[src/common/pds_pkg.sv]
// constants for the power-down, sync and reference control registers
package pds_pkg;

  // serial frame layout: read flag, 7-bit address, 8-bit data, msb first
  localparam int        FRAME_BITS    = 16;
  localparam logic [3:0] HEAD_LAST_BIT = 4'h7;
  localparam logic [3:0] FRAME_LAST_BIT = 4'hF;
  localparam int        ADDR_W        = 7;
  localparam int        DATA_W        = 8;

  // register offsets
  localparam logic [6:0] POWER_DOWN_CONTROL_OFS         = 7'h08;
  localparam logic [6:0] OUTPUT_DRIVER_POWER_DOWN_OFS   = 7'h09;
  localparam logic [6:0] GLOBAL_POWER_DOWN_MASK_OFS     = 7'h0D;
  localparam logic [6:0] SYNC_AND_REFERENCE_CONTROL_OFS = 7'h0E;
  localparam logic [6:0] INPUT_AND_SAMPLING_OPTIONS_OFS = 7'h11;

  // reset values
  localparam logic [7:0] POWER_DOWN_CONTROL_RST         = 8'h02;
  localparam logic [7:0] OUTPUT_DRIVER_POWER_DOWN_RST   = 8'h0C;
  localparam logic [7:0] GLOBAL_POWER_DOWN_MASK_RST     = 8'h00;
  localparam logic [7:0] SYNC_AND_REFERENCE_CONTROL_RST = 8'h00;
  localparam logic [7:0] INPUT_AND_SAMPLING_OPTIONS_RST = 8'h00;
  localparam logic [7:0] UNMAPPED_READ_VALUE            = 8'h00;

  // power_down_control fields
  localparam int PDC_GLOBAL_SLEEP_BIT  = 0;
  localparam int PDC_CHAN_A_OFF_BIT    = 2;
  localparam int PDC_REFERENCE_AMP_BIT = 4;
  localparam int PDC_CLOCK_BUFFER_BIT  = 5;

  // output_driver_power_down fields
  localparam int FRAME_CLOCK_DRIVER_OFF_BIT  = 5;
  localparam int BIT_CLOCK_DRIVER_OFF_BIT    = 4;
  localparam int CHAN_A_LANE1_DRIVER_OFF_BIT = 3;
  localparam int CHAN_A_LANE0_DRIVER_OFF_BIT = 2;
  localparam int CHAN_B_LANE1_DRIVER_OFF_BIT = 1;
  localparam int CHAN_B_LANE0_DRIVER_OFF_BIT = 0;

  // global_power_down_mask fields
  localparam int KEEP_CLOCK_BUFFER_ON_BIT  = 3;
  localparam int KEEP_REFERENCE_AMP_ON_BIT = 2;
  localparam int BANDGAP_OFF_IN_SLEEP_BIT  = 1;

  // sync_and_reference_control fields
  localparam int PIN_ROLE_SYNC_BIT               = 7;
  localparam int REGISTER_SYNC_BIT               = 6;
  localparam int REGISTER_SYNC_ENABLE_BIT        = 5;
  localparam int REFERENCE_CHOICE_BY_REGISTER_BIT = 3;
  localparam int REFERENCE_SELECT_HI             = 2;
  localparam int REFERENCE_SELECT_LO             = 1;
  localparam int SINGLE_ENDED_CLOCK_SELECT_BIT   = 0;

  // input_and_sampling_options fields
  localparam int SINGLE_ENDED_INPUT_A_BIT = 5;
  localparam int DELAY_LOOP_OFF_BIT       = 2;
  localparam int AUTO_ZERO_CONTROL_BIT    = 0;

  // reference choices
  localparam logic [1:0] REF_INTERNAL     = 2'h0;
  localparam logic [1:0] REF_EXTERNAL_BUF = 2'h1;
  localparam logic [1:0] REF_EXTERNAL     = 2'h2;

  // serial receiver states
  typedef enum logic [2:0] {
    PDS_IDLE = 3'b001,
    PDS_HEAD = 3'b010,
    PDS_DATA = 3'b100
  } pds_state_t;

endpackage : pds_pkg

[src/rtl/pds_regs.sv]
// power-down, sync and reference control register bank behind the serial port
// Functional notes
// - bit 5 of the driver power-down register turns the frame clock output driver off when set.
// - bit 4 of the driver power-down register turns the bit clock output driver off when set.
// - bit 3 turns channel A lane 1 off, resets to 1, and one-lane or half-lane mode forces it off.
// - bit 2 turns channel A lane 0 off when set and resets to 1.
// - bit 1 turns channel B lane 1 off, and one-lane or half-lane mode forces it off.
// - bit 0 turns channel B lane 0 off, and half-lane mode forces it off.
// - mask bit 3 keeps the sampling clock buffer running during global sleep.
// - mask bit 2 keeps the reference amplifier running during global sleep.
// - mask bit 1 switches the bandgap off during global sleep, otherwise it stays on.
// - sync register bit 7 makes a high shared pin mean sleep when 0 and sync when 1.
// - sync register bit 5 moves sync triggering from the shared pin to register bit 6.
// - bit 3 hands reference choice to bits 2-1 and clock type to bit 0, else the reference pin decides.
// - bits 2-1 pick internal, external buffered or external direct reference when bit 3 is set.
// - bit 0 with bit 3 set selects the single-ended clock and turns the differential buffer off.
// - global sleep is requested by bit 0 of the power-down control register and shaped by the mask.
module pds_regs (
  // clock and reset
  input  wire logic       core_clk_in,
  input  wire logic       reset_in,
  // serial programming pins
  input  wire logic       serial_clk_in,
  input  wire logic       serial_enable_n_in,
  input  wire logic       serial_data_in,
  output logic            serial_data_out,
  // device pins
  input  wire logic       sync_or_sleep_pin_in,
  input  wire logic       reference_buffer_pin_in,
  // output interface mode from the serializer
  input  wire logic       one_lane_mode_in,
  input  wire logic       half_lane_mode_in,
  // output driver controls
  output logic            frame_clock_driver_off_out,
  output logic            bit_clock_driver_off_out,
  output logic            chan_a_lane1_driver_off_out,
  output logic            chan_a_lane0_driver_off_out,
  output logic            chan_b_lane1_driver_off_out,
  output logic            chan_b_lane0_driver_off_out,
  // analog power controls
  output logic            global_sleep_out,
  output logic            clock_buffer_off_out,
  output logic            diff_clock_buffer_off_out,
  output logic            reference_amp_off_out,
  output logic            bandgap_off_out,
  output logic            chan_a_off_out,
  // sync and reference
  output logic            sync_command_out,
  output logic [1:0]      reference_select_out,
  output logic            single_ended_clock_select_out,
  // input options
  output logic            single_ended_input_a_out,
  output logic            delay_loop_off_out,
  output logic            auto_zero_control_out
);

  // synchronised pins
  logic sclk_s, en_n_s, sdi_s, pin_s, reference_buffer_pin_s;
  logic sclk_prev_q;
  logic rise, fall;

  // serial receiver
  pds_pkg::pds_state_t state_q;
  logic [3:0]  bit_cnt_q;
  logic [14:0] shift_in_q;
  logic [7:0]  shift_out_q;
  logic        read_q;
  logic [6:0]  addr_q;
  logic        head_done, frame_done, wr_en;
  logic [7:0]  wr_data, rd_data;

  // registers
  logic [7:0] pd_ctl_q, drv_q, mask_q, syncref_q, opts_q;

  // derived controls
  logic sleep, pin_sync, sync_cmd, se_clk, ref_by_reg, clkbuf_off;
  logic [1:0] ref_sel;

  // all pins cross through two flops
  pds_sync #(
    .WIDTH(5)
  ) u_sync (
    .core_clk_in (core_clk_in),
    .reset_in    (reset_in),
    .async_in    ({serial_clk_in, serial_enable_n_in, serial_data_in,
                   sync_or_sleep_pin_in, reference_buffer_pin_in}),
    .sync_out    ({sclk_s, en_n_s, sdi_s, pin_s, reference_buffer_pin_s})
  );

  // serial clock edge detection on synchronised level
  always_ff @(posedge core_clk_in) begin
    if (reset_in) begin
      sclk_prev_q <= 1'b0;
    end else begin
      sclk_prev_q <= sclk_s;
    end
  end

  assign rise       = sclk_s & ~sclk_prev_q;
  assign fall       = ~sclk_s & sclk_prev_q;
  assign head_done  = rise && (state_q == pds_pkg::PDS_HEAD) && (bit_cnt_q == pds_pkg::HEAD_LAST_BIT);
  assign frame_done = rise && (state_q == pds_pkg::PDS_DATA) && (bit_cnt_q == pds_pkg::FRAME_LAST_BIT);
  assign wr_data    = {shift_in_q[6:0], sdi_s};
  assign wr_en      = frame_done && !read_q;

  // frame sequencing, enable low frames the transfer
  always_ff @(posedge core_clk_in) begin
    if (reset_in) begin
      state_q    <= pds_pkg::PDS_IDLE;
      bit_cnt_q  <= 4'h0;
      shift_in_q <= 15'h0000;
      read_q     <= 1'b0;
      addr_q     <= 7'h00;
    end else if (en_n_s) begin
      state_q   <= pds_pkg::PDS_IDLE;
      bit_cnt_q <= 4'h0;
    end else begin
      unique case (state_q)
        pds_pkg::PDS_IDLE: begin
          state_q   <= pds_pkg::PDS_HEAD;
          bit_cnt_q <= 4'h0;
        end
        pds_pkg::PDS_HEAD: begin
          if (rise) begin
            shift_in_q <= {shift_in_q[13:0], sdi_s};
            bit_cnt_q  <= bit_cnt_q + 4'h1;
          end
          if (head_done) begin
            state_q <= pds_pkg::PDS_DATA;
            read_q  <= shift_in_q[6];
            addr_q  <= {shift_in_q[5:0], sdi_s};
          end
        end
        pds_pkg::PDS_DATA: begin
          if (rise) begin
            shift_in_q <= {shift_in_q[13:0], sdi_s};
            bit_cnt_q  <= bit_cnt_q + 4'h1;
          end
          if (frame_done) begin
            state_q <= pds_pkg::PDS_HEAD; // back-to-back frames allowed
          end
        end
      endcase
    end
  end

  // read-back data loaded at end of header, shifted on falling edges
  always_ff @(posedge core_clk_in) begin
    if (reset_in) begin
      shift_out_q <= 8'h00;
    end else if (head_done) begin
      shift_out_q <= rd_data;
    end else if (fall && (state_q == pds_pkg::PDS_DATA)) begin
      shift_out_q <= {shift_out_q[6:0], 1'b0};
    end
  end

  assign serial_data_out = shift_out_q[7];

  // read mux keyed by the address in the header being completed
  always_comb begin
    unique case ({shift_in_q[5:0], sdi_s})
      pds_pkg::POWER_DOWN_CONTROL_OFS:         rd_data = pd_ctl_q;
      pds_pkg::OUTPUT_DRIVER_POWER_DOWN_OFS:   rd_data = drv_q;
      pds_pkg::GLOBAL_POWER_DOWN_MASK_OFS:     rd_data = mask_q;
      pds_pkg::SYNC_AND_REFERENCE_CONTROL_OFS: rd_data = syncref_q;
      pds_pkg::INPUT_AND_SAMPLING_OPTIONS_OFS: rd_data = opts_q;
      default:                                 rd_data = pds_pkg::UNMAPPED_READ_VALUE;
    endcase
  end

  // power_down_control register
  always_ff @(posedge core_clk_in) begin
    if (reset_in) begin
      pd_ctl_q <= pds_pkg::POWER_DOWN_CONTROL_RST;
    end else if (wr_en && addr_q == pds_pkg::POWER_DOWN_CONTROL_OFS) begin
      pd_ctl_q <= wr_data;
    end
  end

  // output_driver_power_down register, lanes 0 and 1 of A off at reset
  always_ff @(posedge core_clk_in) begin
    if (reset_in) begin
      drv_q <= pds_pkg::OUTPUT_DRIVER_POWER_DOWN_RST;
    end else if (wr_en && addr_q == pds_pkg::OUTPUT_DRIVER_POWER_DOWN_OFS) begin
      drv_q <= wr_data;
    end
  end

  // global_power_down_mask register
  always_ff @(posedge core_clk_in) begin
    if (reset_in) begin
      mask_q <= pds_pkg::GLOBAL_POWER_DOWN_MASK_RST;
    end else if (wr_en && addr_q == pds_pkg::GLOBAL_POWER_DOWN_MASK_OFS) begin
      mask_q <= wr_data;
    end
  end

  // sync_and_reference_control register
  always_ff @(posedge core_clk_in) begin
    if (reset_in) begin
      syncref_q <= pds_pkg::SYNC_AND_REFERENCE_CONTROL_RST;
    end else if (wr_en && addr_q == pds_pkg::SYNC_AND_REFERENCE_CONTROL_OFS) begin
      syncref_q <= wr_data;
    end
  end

  // input_and_sampling_options register, bits 5, 2 and 0 feed the option outputs
  always_ff @(posedge core_clk_in) begin
    if (reset_in) begin
      opts_q <= pds_pkg::INPUT_AND_SAMPLING_OPTIONS_RST;
    end else if (wr_en && addr_q == pds_pkg::INPUT_AND_SAMPLING_OPTIONS_OFS) begin
      opts_q <= wr_data;
    end
  end

  // sleep and sync sources
  assign sleep      = pd_ctl_q[pds_pkg::PDC_GLOBAL_SLEEP_BIT] |
                      (~syncref_q[pds_pkg::PIN_ROLE_SYNC_BIT] & pin_s);
  assign pin_sync   = syncref_q[pds_pkg::PIN_ROLE_SYNC_BIT] & pin_s;
  assign sync_cmd   = syncref_q[pds_pkg::REGISTER_SYNC_ENABLE_BIT] ?
                      syncref_q[pds_pkg::REGISTER_SYNC_BIT] : pin_sync;
  assign ref_by_reg = syncref_q[pds_pkg::REFERENCE_CHOICE_BY_REGISTER_BIT];
  assign ref_sel    = ref_by_reg ? syncref_q[pds_pkg::REFERENCE_SELECT_HI:pds_pkg::REFERENCE_SELECT_LO] :
                      (reference_buffer_pin_s ? pds_pkg::REF_EXTERNAL_BUF : pds_pkg::REF_INTERNAL);
  assign se_clk     = ref_by_reg & syncref_q[pds_pkg::SINGLE_ENDED_CLOCK_SELECT_BIT];
  assign clkbuf_off = pd_ctl_q[pds_pkg::PDC_CLOCK_BUFFER_BIT] |
                      (sleep & ~mask_q[pds_pkg::KEEP_CLOCK_BUFFER_ON_BIT]);

  // registered driver controls
  always_ff @(posedge core_clk_in) begin
    if (reset_in) begin
      frame_clock_driver_off_out  <= pds_pkg::OUTPUT_DRIVER_POWER_DOWN_RST[pds_pkg::FRAME_CLOCK_DRIVER_OFF_BIT];
      bit_clock_driver_off_out    <= pds_pkg::OUTPUT_DRIVER_POWER_DOWN_RST[pds_pkg::BIT_CLOCK_DRIVER_OFF_BIT];
      chan_a_lane1_driver_off_out <= pds_pkg::OUTPUT_DRIVER_POWER_DOWN_RST[pds_pkg::CHAN_A_LANE1_DRIVER_OFF_BIT];
      chan_a_lane0_driver_off_out <= pds_pkg::OUTPUT_DRIVER_POWER_DOWN_RST[pds_pkg::CHAN_A_LANE0_DRIVER_OFF_BIT];
      chan_b_lane1_driver_off_out <= pds_pkg::OUTPUT_DRIVER_POWER_DOWN_RST[pds_pkg::CHAN_B_LANE1_DRIVER_OFF_BIT];
      chan_b_lane0_driver_off_out <= pds_pkg::OUTPUT_DRIVER_POWER_DOWN_RST[pds_pkg::CHAN_B_LANE0_DRIVER_OFF_BIT];
    end else begin
      frame_clock_driver_off_out  <= drv_q[pds_pkg::FRAME_CLOCK_DRIVER_OFF_BIT];
      bit_clock_driver_off_out    <= drv_q[pds_pkg::BIT_CLOCK_DRIVER_OFF_BIT];
      chan_a_lane1_driver_off_out <= drv_q[pds_pkg::CHAN_A_LANE1_DRIVER_OFF_BIT] |
                                     one_lane_mode_in | half_lane_mode_in;
      chan_a_lane0_driver_off_out <= drv_q[pds_pkg::CHAN_A_LANE0_DRIVER_OFF_BIT];
      chan_b_lane1_driver_off_out <= drv_q[pds_pkg::CHAN_B_LANE1_DRIVER_OFF_BIT] |
                                     one_lane_mode_in | half_lane_mode_in;
      chan_b_lane0_driver_off_out <= drv_q[pds_pkg::CHAN_B_LANE0_DRIVER_OFF_BIT] |
                                     half_lane_mode_in;
    end
  end

  // registered analog, sync and reference controls
  always_ff @(posedge core_clk_in) begin
    if (reset_in) begin
      global_sleep_out              <= 1'b0;
      clock_buffer_off_out          <= 1'b0;
      diff_clock_buffer_off_out     <= 1'b0;
      reference_amp_off_out         <= 1'b0;
      bandgap_off_out               <= 1'b0;
      chan_a_off_out                <= 1'b0;
      sync_command_out              <= 1'b0;
      reference_select_out          <= pds_pkg::REF_INTERNAL;
      single_ended_clock_select_out <= 1'b0;
      single_ended_input_a_out      <= 1'b0;
      delay_loop_off_out            <= 1'b0;
      auto_zero_control_out         <= 1'b0;
    end else begin
      global_sleep_out              <= sleep;
      clock_buffer_off_out          <= clkbuf_off;
      diff_clock_buffer_off_out     <= clkbuf_off | se_clk;
      reference_amp_off_out         <= pd_ctl_q[pds_pkg::PDC_REFERENCE_AMP_BIT] |
                                       (sleep & ~mask_q[pds_pkg::KEEP_REFERENCE_AMP_ON_BIT]);
      bandgap_off_out               <= sleep & mask_q[pds_pkg::BANDGAP_OFF_IN_SLEEP_BIT];
      chan_a_off_out                <= pd_ctl_q[pds_pkg::PDC_CHAN_A_OFF_BIT] | sleep;
      sync_command_out              <= sync_cmd;
      reference_select_out          <= ref_sel;
      single_ended_clock_select_out <= se_clk;
      single_ended_input_a_out      <= opts_q[pds_pkg::SINGLE_ENDED_INPUT_A_BIT];
      delay_loop_off_out            <= opts_q[pds_pkg::DELAY_LOOP_OFF_BIT];
      auto_zero_control_out         <= opts_q[pds_pkg::AUTO_ZERO_CONTROL_BIT];
    end
  end

  // assertion arming: one cycle after reset release
  logic armed_q;
  always_ff @(posedge core_clk_in) begin
    if (reset_in) begin
      armed_q <= 1'b0;
    end else begin
      armed_q <= 1'b1;
    end
  end
endmodule : pds_regs

[src/rtl/pds_sync.sv]
// two flip-flop synchroniser for asynchronous pin levels
module pds_sync #(
  parameter int WIDTH = 1
) (
  // clock and reset
  input  wire logic             core_clk_in,
  input  wire logic             reset_in,
  // levels
  input  wire logic [WIDTH-1:0] async_in,
  output logic      [WIDTH-1:0] sync_out
);

  logic [WIDTH-1:0] meta_q;

  // first stage feeds only the second
  always_ff @(posedge core_clk_in) begin
    if (reset_in) begin
      meta_q   <= '0;
      sync_out <= '0;
    end else begin
      meta_q   <= async_in;
      sync_out <= meta_q;
    end
  end

endmodule : pds_sync

[config.mk]
export PLATFORM = sky130hd
export DESIGN_NAME = pds_regs
export DESIGN_NICKNAME = d
export VERILOG_FILES = /design/src/common/pds_pkg.sv /design/src/rtl/pds_regs.sv /design/src/rtl/pds_sync.sv
export SDC_FILE = /design/constraint.sdc
export NUM_CORES = 1
export LEC_CHECK = 0
export ABC_AREA = 1
export ABC_CLOCK_PERIOD_IN_PS = 1550
export BUFFER_PORTS_ARGS = -buffer_cell sky130_fd_sc_hd__clkbuf_2
export CAP_MARGIN = 20
export CORE_MARGIN = 2
export CORE_UTILIZATION = 52
export DETAILED_ROUTE_END_ITERATION = 8
export PLACE_DENSITY = 0.77
export SLEW_MARGIN = 20
export SYNTH_ARGS = -nofsm -noshare
export SYNTH_HDL_FRONTEND = slang
export SYNTH_HIERARCHICAL = 1
export SYNTH_SLANG_ARGS = --single-unit
[constraint.sdc]
create_clock -name core_clk_in -period 1.55 [get_ports core_clk_in]
set_input_delay 0.0775 -clock core_clk_in [delete_from_list [all_inputs] [get_ports core_clk_in]]
set_output_delay 0.0775 -clock core_clk_in [all_outputs]
set_load 0.1 [all_outputs]
Yosys cells after proc, flatten, opt, wreduce, memory -nomap -nowiden
Cells that the tools add are included.
- flip-flop bits (word level): 100
- input port bits: 9
- output and inout port bits: 20
- $add $sub $neg: 1
- eq/ne operators: 18
- muxes and demuxes: 11
- bitwise gates (word level): 24
- reductions and logical operators: 18
- operators with widths (operator ; number):
    equality test 7 x 4 -> 1 bit, second input constant ; 8
    case mux 8 bit (5 select lines) ; 1
    2-to-1 mux 8 bit ; 2
    equality test 7 x 5 -> 1 bit, second input constant ; 2
    logical AND 1 bit ; 11
    OR 1 bit ; 10
    case mux 3 bit (3 select lines) ; 1
    bitwise AND 1 bit ; 8
    case mux 4 bit (2 select lines) ; 1
    2-to-1 mux 3 bit ; 2
    NOT 1 bit ; 6
    AND reduction 3 bit ; 2
    adder 4 x 1 -> 4 bit, second input constant ; 1
    equality test 4 x 3 -> 1 bit, second input constant ; 1
    equality test 4 bit, second input constant ; 1
    2-to-1 mux 4 bit ; 1
    != test 2 bit, second input constant ; 2
    OR reduction 2 bit ; 2
    equality test 3 x 1 -> 1 bit, second input constant ; 1
    equality test 3 x 2 -> 1 bit, second input constant ; 1
    equality test 3 bit, second input constant ; 1
    2-to-1 mux 1 bit ; 2
    2-to-1 mux 2 bit ; 1
    != test 2 x 1 -> 1 bit, second input constant ; 1
    3 further kinds ; 3

Longest topological paths before layout
- depth after elaboration: 6
- mapped depth: 11
- gate-level depth less buffers: 9

Modules after synthesis
The synthesis kept the hierarchy.
- by module, submodules not included (module ; times used ; cells an instance ; area an instance (µm²) ; seq. area each (µm²)):
    pds_regs ; 1 ; 508 ; 3788.6 ; 1801.7
    pds_sync ; 1 ; 31 ; 286.5 ; 200.2

Worst setup path after synthesis
Ideal clock, no wire load.
- path type: reg-to-reg
- start: register bit_cnt_q[0]
- end: register addr_q[1]
- library setup time: 119 ps
- arrival time: 1381 ps
- slack: 49 ps
- cell stages (with the launch flop): 10
- path buffers: 1
- clock period less this slack: 1501 ps
- cells stage by stage: dfxtp_1 > ha_1 > nand3_2 > inv_1 > nand2_1 > inv_1 > nand2_1 > buf_2 > o21ai_0 > a21oi_1
- word-level cells in the longest chain between the ends: 3
- RTL lines (item ; RTL line ; text):
    start: declaration ; pds_regs.sv:64 ; logic [3:0] bit_cnt_q;
    start signal: assignment ; pds_regs.sv:126 ; bit_cnt_q <= bit_cnt_q + 4'h1;
    start signal: assignment ; pds_regs.sv:137 ; bit_cnt_q <= bit_cnt_q + 4'h1;
    equality test 4 x 3 -> 1 bit ; pds_regs.sv:101 ; assign head_done = rise && (state_q == pds_pkg::PDS_HEAD) && (bit_cnt_q == pds_pkg::HEAD_LAST_BIT);
    logical AND 1 bit ; pds_regs.sv:101 ;
    AND reduction 3 bit (no line) ; n/a ;
    end signal: assignment ; pds_regs.sv:131 ; addr_q <= {shift_in_q[5:0], sdi_s};
    end: declaration ; pds_regs.sv:68 ; logic [6:0] addr_q;
Every way passes these cells.
A chain may end at the register's enable or synchronous reset.

Worst setup path after layout
- start: register shift_in_q[2]
- end: register shift_out_q[2]
- word-level cells in the longest chain between the ends: 3
- elaborated cells between the ends (all ways): 7
- classes of those cells: eq/ne: 5; mux: 2
- RTL lines (item ; RTL line ; text):
    start: declaration ; pds_regs.sv:65 ; logic [14:0] shift_in_q;
    start signal: assignment ; pds_regs.sv:125 ; shift_in_q <= {shift_in_q[13:0], sdi_s};
    start signal: assignment ; pds_regs.sv:136 ; shift_in_q <= {shift_in_q[13:0], sdi_s};
    equality test 7 x 5 -> 1 bit or equality test 7 x 4 -> 1 bit (tied branches) ; pds_regs.sv:162 ; unique case ({shift_in_q[5:0], sdi_s})
    case mux 8 bit (5 select lines) * ; pds_regs.sv:162 ;
    2-to-1 mux 8 bit * ; pds_regs.sv:151 ; end else if (head_done) begin
    end signal: assignment ; pds_regs.sv:152 ; shift_out_q <= rd_data;
    end signal: assignment ; pds_regs.sv:154 ; shift_out_q <= {shift_out_q[6:0], 1'b0};
    end: declaration ; pds_regs.sv:66 ; logic [7:0] shift_out_q;
Mark *: on every way between the ends. The rest lies on a longest branch, timed or not.

==> impl_metrics.ini <==
[power]
power_leakage_nw = 2.11
ir_worst_vdd_mv = 0.646
powerDensity_nw_per_um2 = 853

[synthesis]
synth_edf_count = 0
synthTopCellsByCount = dfxtp_1, nand2_1, nand3_1
synth_ff_type = dfxtp_1
synth.distinct_cells = 31
async_flop_share_pct = 0
synth_nets = 549
avgSynthCellArea_sq_um = 7.56
yosysMostFrequentCell = dfxtp_1
synth.area.top_cells = dfxtp_1, nand3_1, nand2_1
synth_top_area_cell = dfxtp_1
synth-seq-area-share_pct = 49.1
mappedNetlistArea_sq_um = 4080
synth_top_area_share_pct = 49.1
ys_warn_count = 6
ys_seq_elements = 100
netlist_instances = 539

[cts]
clockBufferDepth = 2
numClockSinks = 100
cts_root_buffer = clkbuf_8
cts.clk_slew.worst_paths_ps = 100
cts_tree = yes
numCtsBuffers = 9
htree_levels = 3
clock_latency_ps = 380

[worst_setup_path]
startpoint_type = flop
critPathRequiredTime_ps = 1850
cp-end-kind = flop
critPathKind = flop to flop
cp_max_fo = 7
arrival_ps = 1870

[sta]
setup_viol = 2
drv_slew = 0
finalCritPeriodShare_pct = 101
timing.fmax_mhz = 639
rsz0062_at_grt = yes
hold_violations = 0
clock-skew-final_ps = 15.4
relSlewSlack_pct = 64.0
worst_pin_slew_ps = 543
setup_ws_ps = -15.2
period_needed_ps = 1570

[layout]
drive_gt1_share_pct = 25.6
nets = 630
fillers = 605
syn_to_final_growth_pct = 27.5
fin_util_pct = 67.9
num_antenna_cells = 0

[floorplan]
core_area_sq_um = 7650
die_x_um = 92.5
io_pins = 29
die_y_um = 92.5
start_util_pct = 53.3
placement_rows = 32
die_area_sq_um = 8560

[grt]
grt_pass1_wl_um = 17800
grt_overflow = 0
grt_max_degree = 33
grt_pass1_vias = 3669
grt_usage_pct = 26.6
antenna_found_initial = 0

[routing]
ant_nets = 0
first_pass_iters = 8
num_vias = 4044
wirelength_um = 11500
vias_per_cell = 5.56
detail_route.wl_per_cell_um = 15.9
initialDrtViolationCount = 387
drc = 2

[placed_design]
dp_hpwl_um = 7380
post-place-ws_ps = -108
io_buffer_count = 28
gp_congestion = 0.966

[run_status]
violations = design-rule violations, negative setup slack
status = finished with violations

[run]
max_cap_violations = 0

[worst_hold_path]
hold_path.class = input pin to flop
## kinds of logic (layout without fill, tap and decap cells)
logic type	Yosys count	after routing	share of synthesized area, %
and+or+nand+nor	238	239	27.5
AOI/OAI and AO/OA	111	111	13.9
DFF	100	100	49.1
buffers and inverters	87	172	8.75
xor gates and xnor gates	2	2	0.430
adders and majority gates	1	1	0.307
## metal layers
metal	global-route usage, %	up-vias	wire length (um)
met2	45.1	212	5600
met4	12.2	0	591
met3	5.53	53	945
met1	32.3	1859	4390
li1	-	1920	-
met5	0	-	0
## flip-flops by register name, indices dropped and copies added (netlist names), 2 cells and up
signal,count
addr_q,7
bit_cnt_q,4
drv_q,8
mask_q,8
opts_q,8
pd_ctl_q,8
reference_select_out,2
shift_in_q,7
shift_out_q,8
state_q,3
syncref_q,8
u_sync/meta_q,5
u_sync/sync_out,5
## worst max-delay path: stages (launching register included)
cell     delay (ps)
dfxtp_4         390
nand2_1         150
buf_4           190
nor2_4          130
nand2_2          90
nand3_2          70
nor2_2           50
nor2_4          200
nand2_1          90
a21oi_1         140
## power by group
group / internal (mW) / leakage, nW / switching (mW)
registers: 2.59 / 0.814 / 0.0142
clock network: 0.616 / 0.0934 / 0.955
logic: 0.0808 / 1.20 / 0.173
## through the flow
stage	cell area (sq um)	hold slack (ps)	instances	setup TNS, ps	power, mW
after floorplan	4080	184	539	0	2.81
after global placement	4570	269	688	-59.2	2.88
after detailed placement	4570	274	688	-2070	2.88
after CTS	5000	59.5	718	-1260	4.42
after global routing	5200	74.8	727	-516	4.56
final	5200	49.5	727	-30.0	4.43
## cell usage in the layout (no fill, tap or decap), types with 6 or more instances in the layout
master and n:
nand2_1 79, inv_1 57, dfxtp_2 6, buf_4 49
a21oi_1 64, nand3_1 72, clkbuf_8 9, nor2_1 44
nand2_2 13, nor2_4 8, clkbuf_2 28, o21ai_0 36
dfxtp_1 92, dlygate4sd3_1 8
## final timing paths
| kind | start | end | slack (ps) | cells past startpoint |
|---|---|---|---|---|
| worst max register to register | shift_in_q[2]$_SDFFE_PP0P_ | shift_out_q[2]$_SDFFE_PP0P_ | -20 | 9 |
| worst min-delay path | reset_in | auto_zero_control_out$_SDFF_PP0_ | 50 | 2 |
| worst max-delay path | shift_in_q[2]$_SDFFE_PP0P_ | shift_out_q[2]$_SDFFE_PP0P_ | -20 | 9 |
| worst min register to register | u_sync/meta_q[4]$_SDFF_PP0_ | u_sync/sync_out[4]$_SDFF_PP0_ | 410 | 2 |
## repair_timing
| item | 4_1_cts | 5_1_grt |
|---|---|---|
| gates resized for setup | 14 | 51 |
| hold buffers | 8 | 0 |
| endpoints found under the hold margin | 8 | 0 |
| setup endpoints to repair | 45 | 49 |
| pin swaps | 15 | 16 |
| buffers inserted | 4 | 9 |
| cloned | 2 | 1 |
## area by class of cell
class | instances | area (sq um) | area share (%)
sequential | 100 | 2020 | 38.8
multi-input combinational | 353 | 1900 | 36.5
timing repair buffer | 94 | 741 | 14.3
inverter | 62 | 233 | 4.48
clock buffer | 10 | 128 | 2.46
tap | 102 | 128 | 2.46
clock inverter | 6 | 55.1 | 1.06
(Power assumes the default switching activity.)
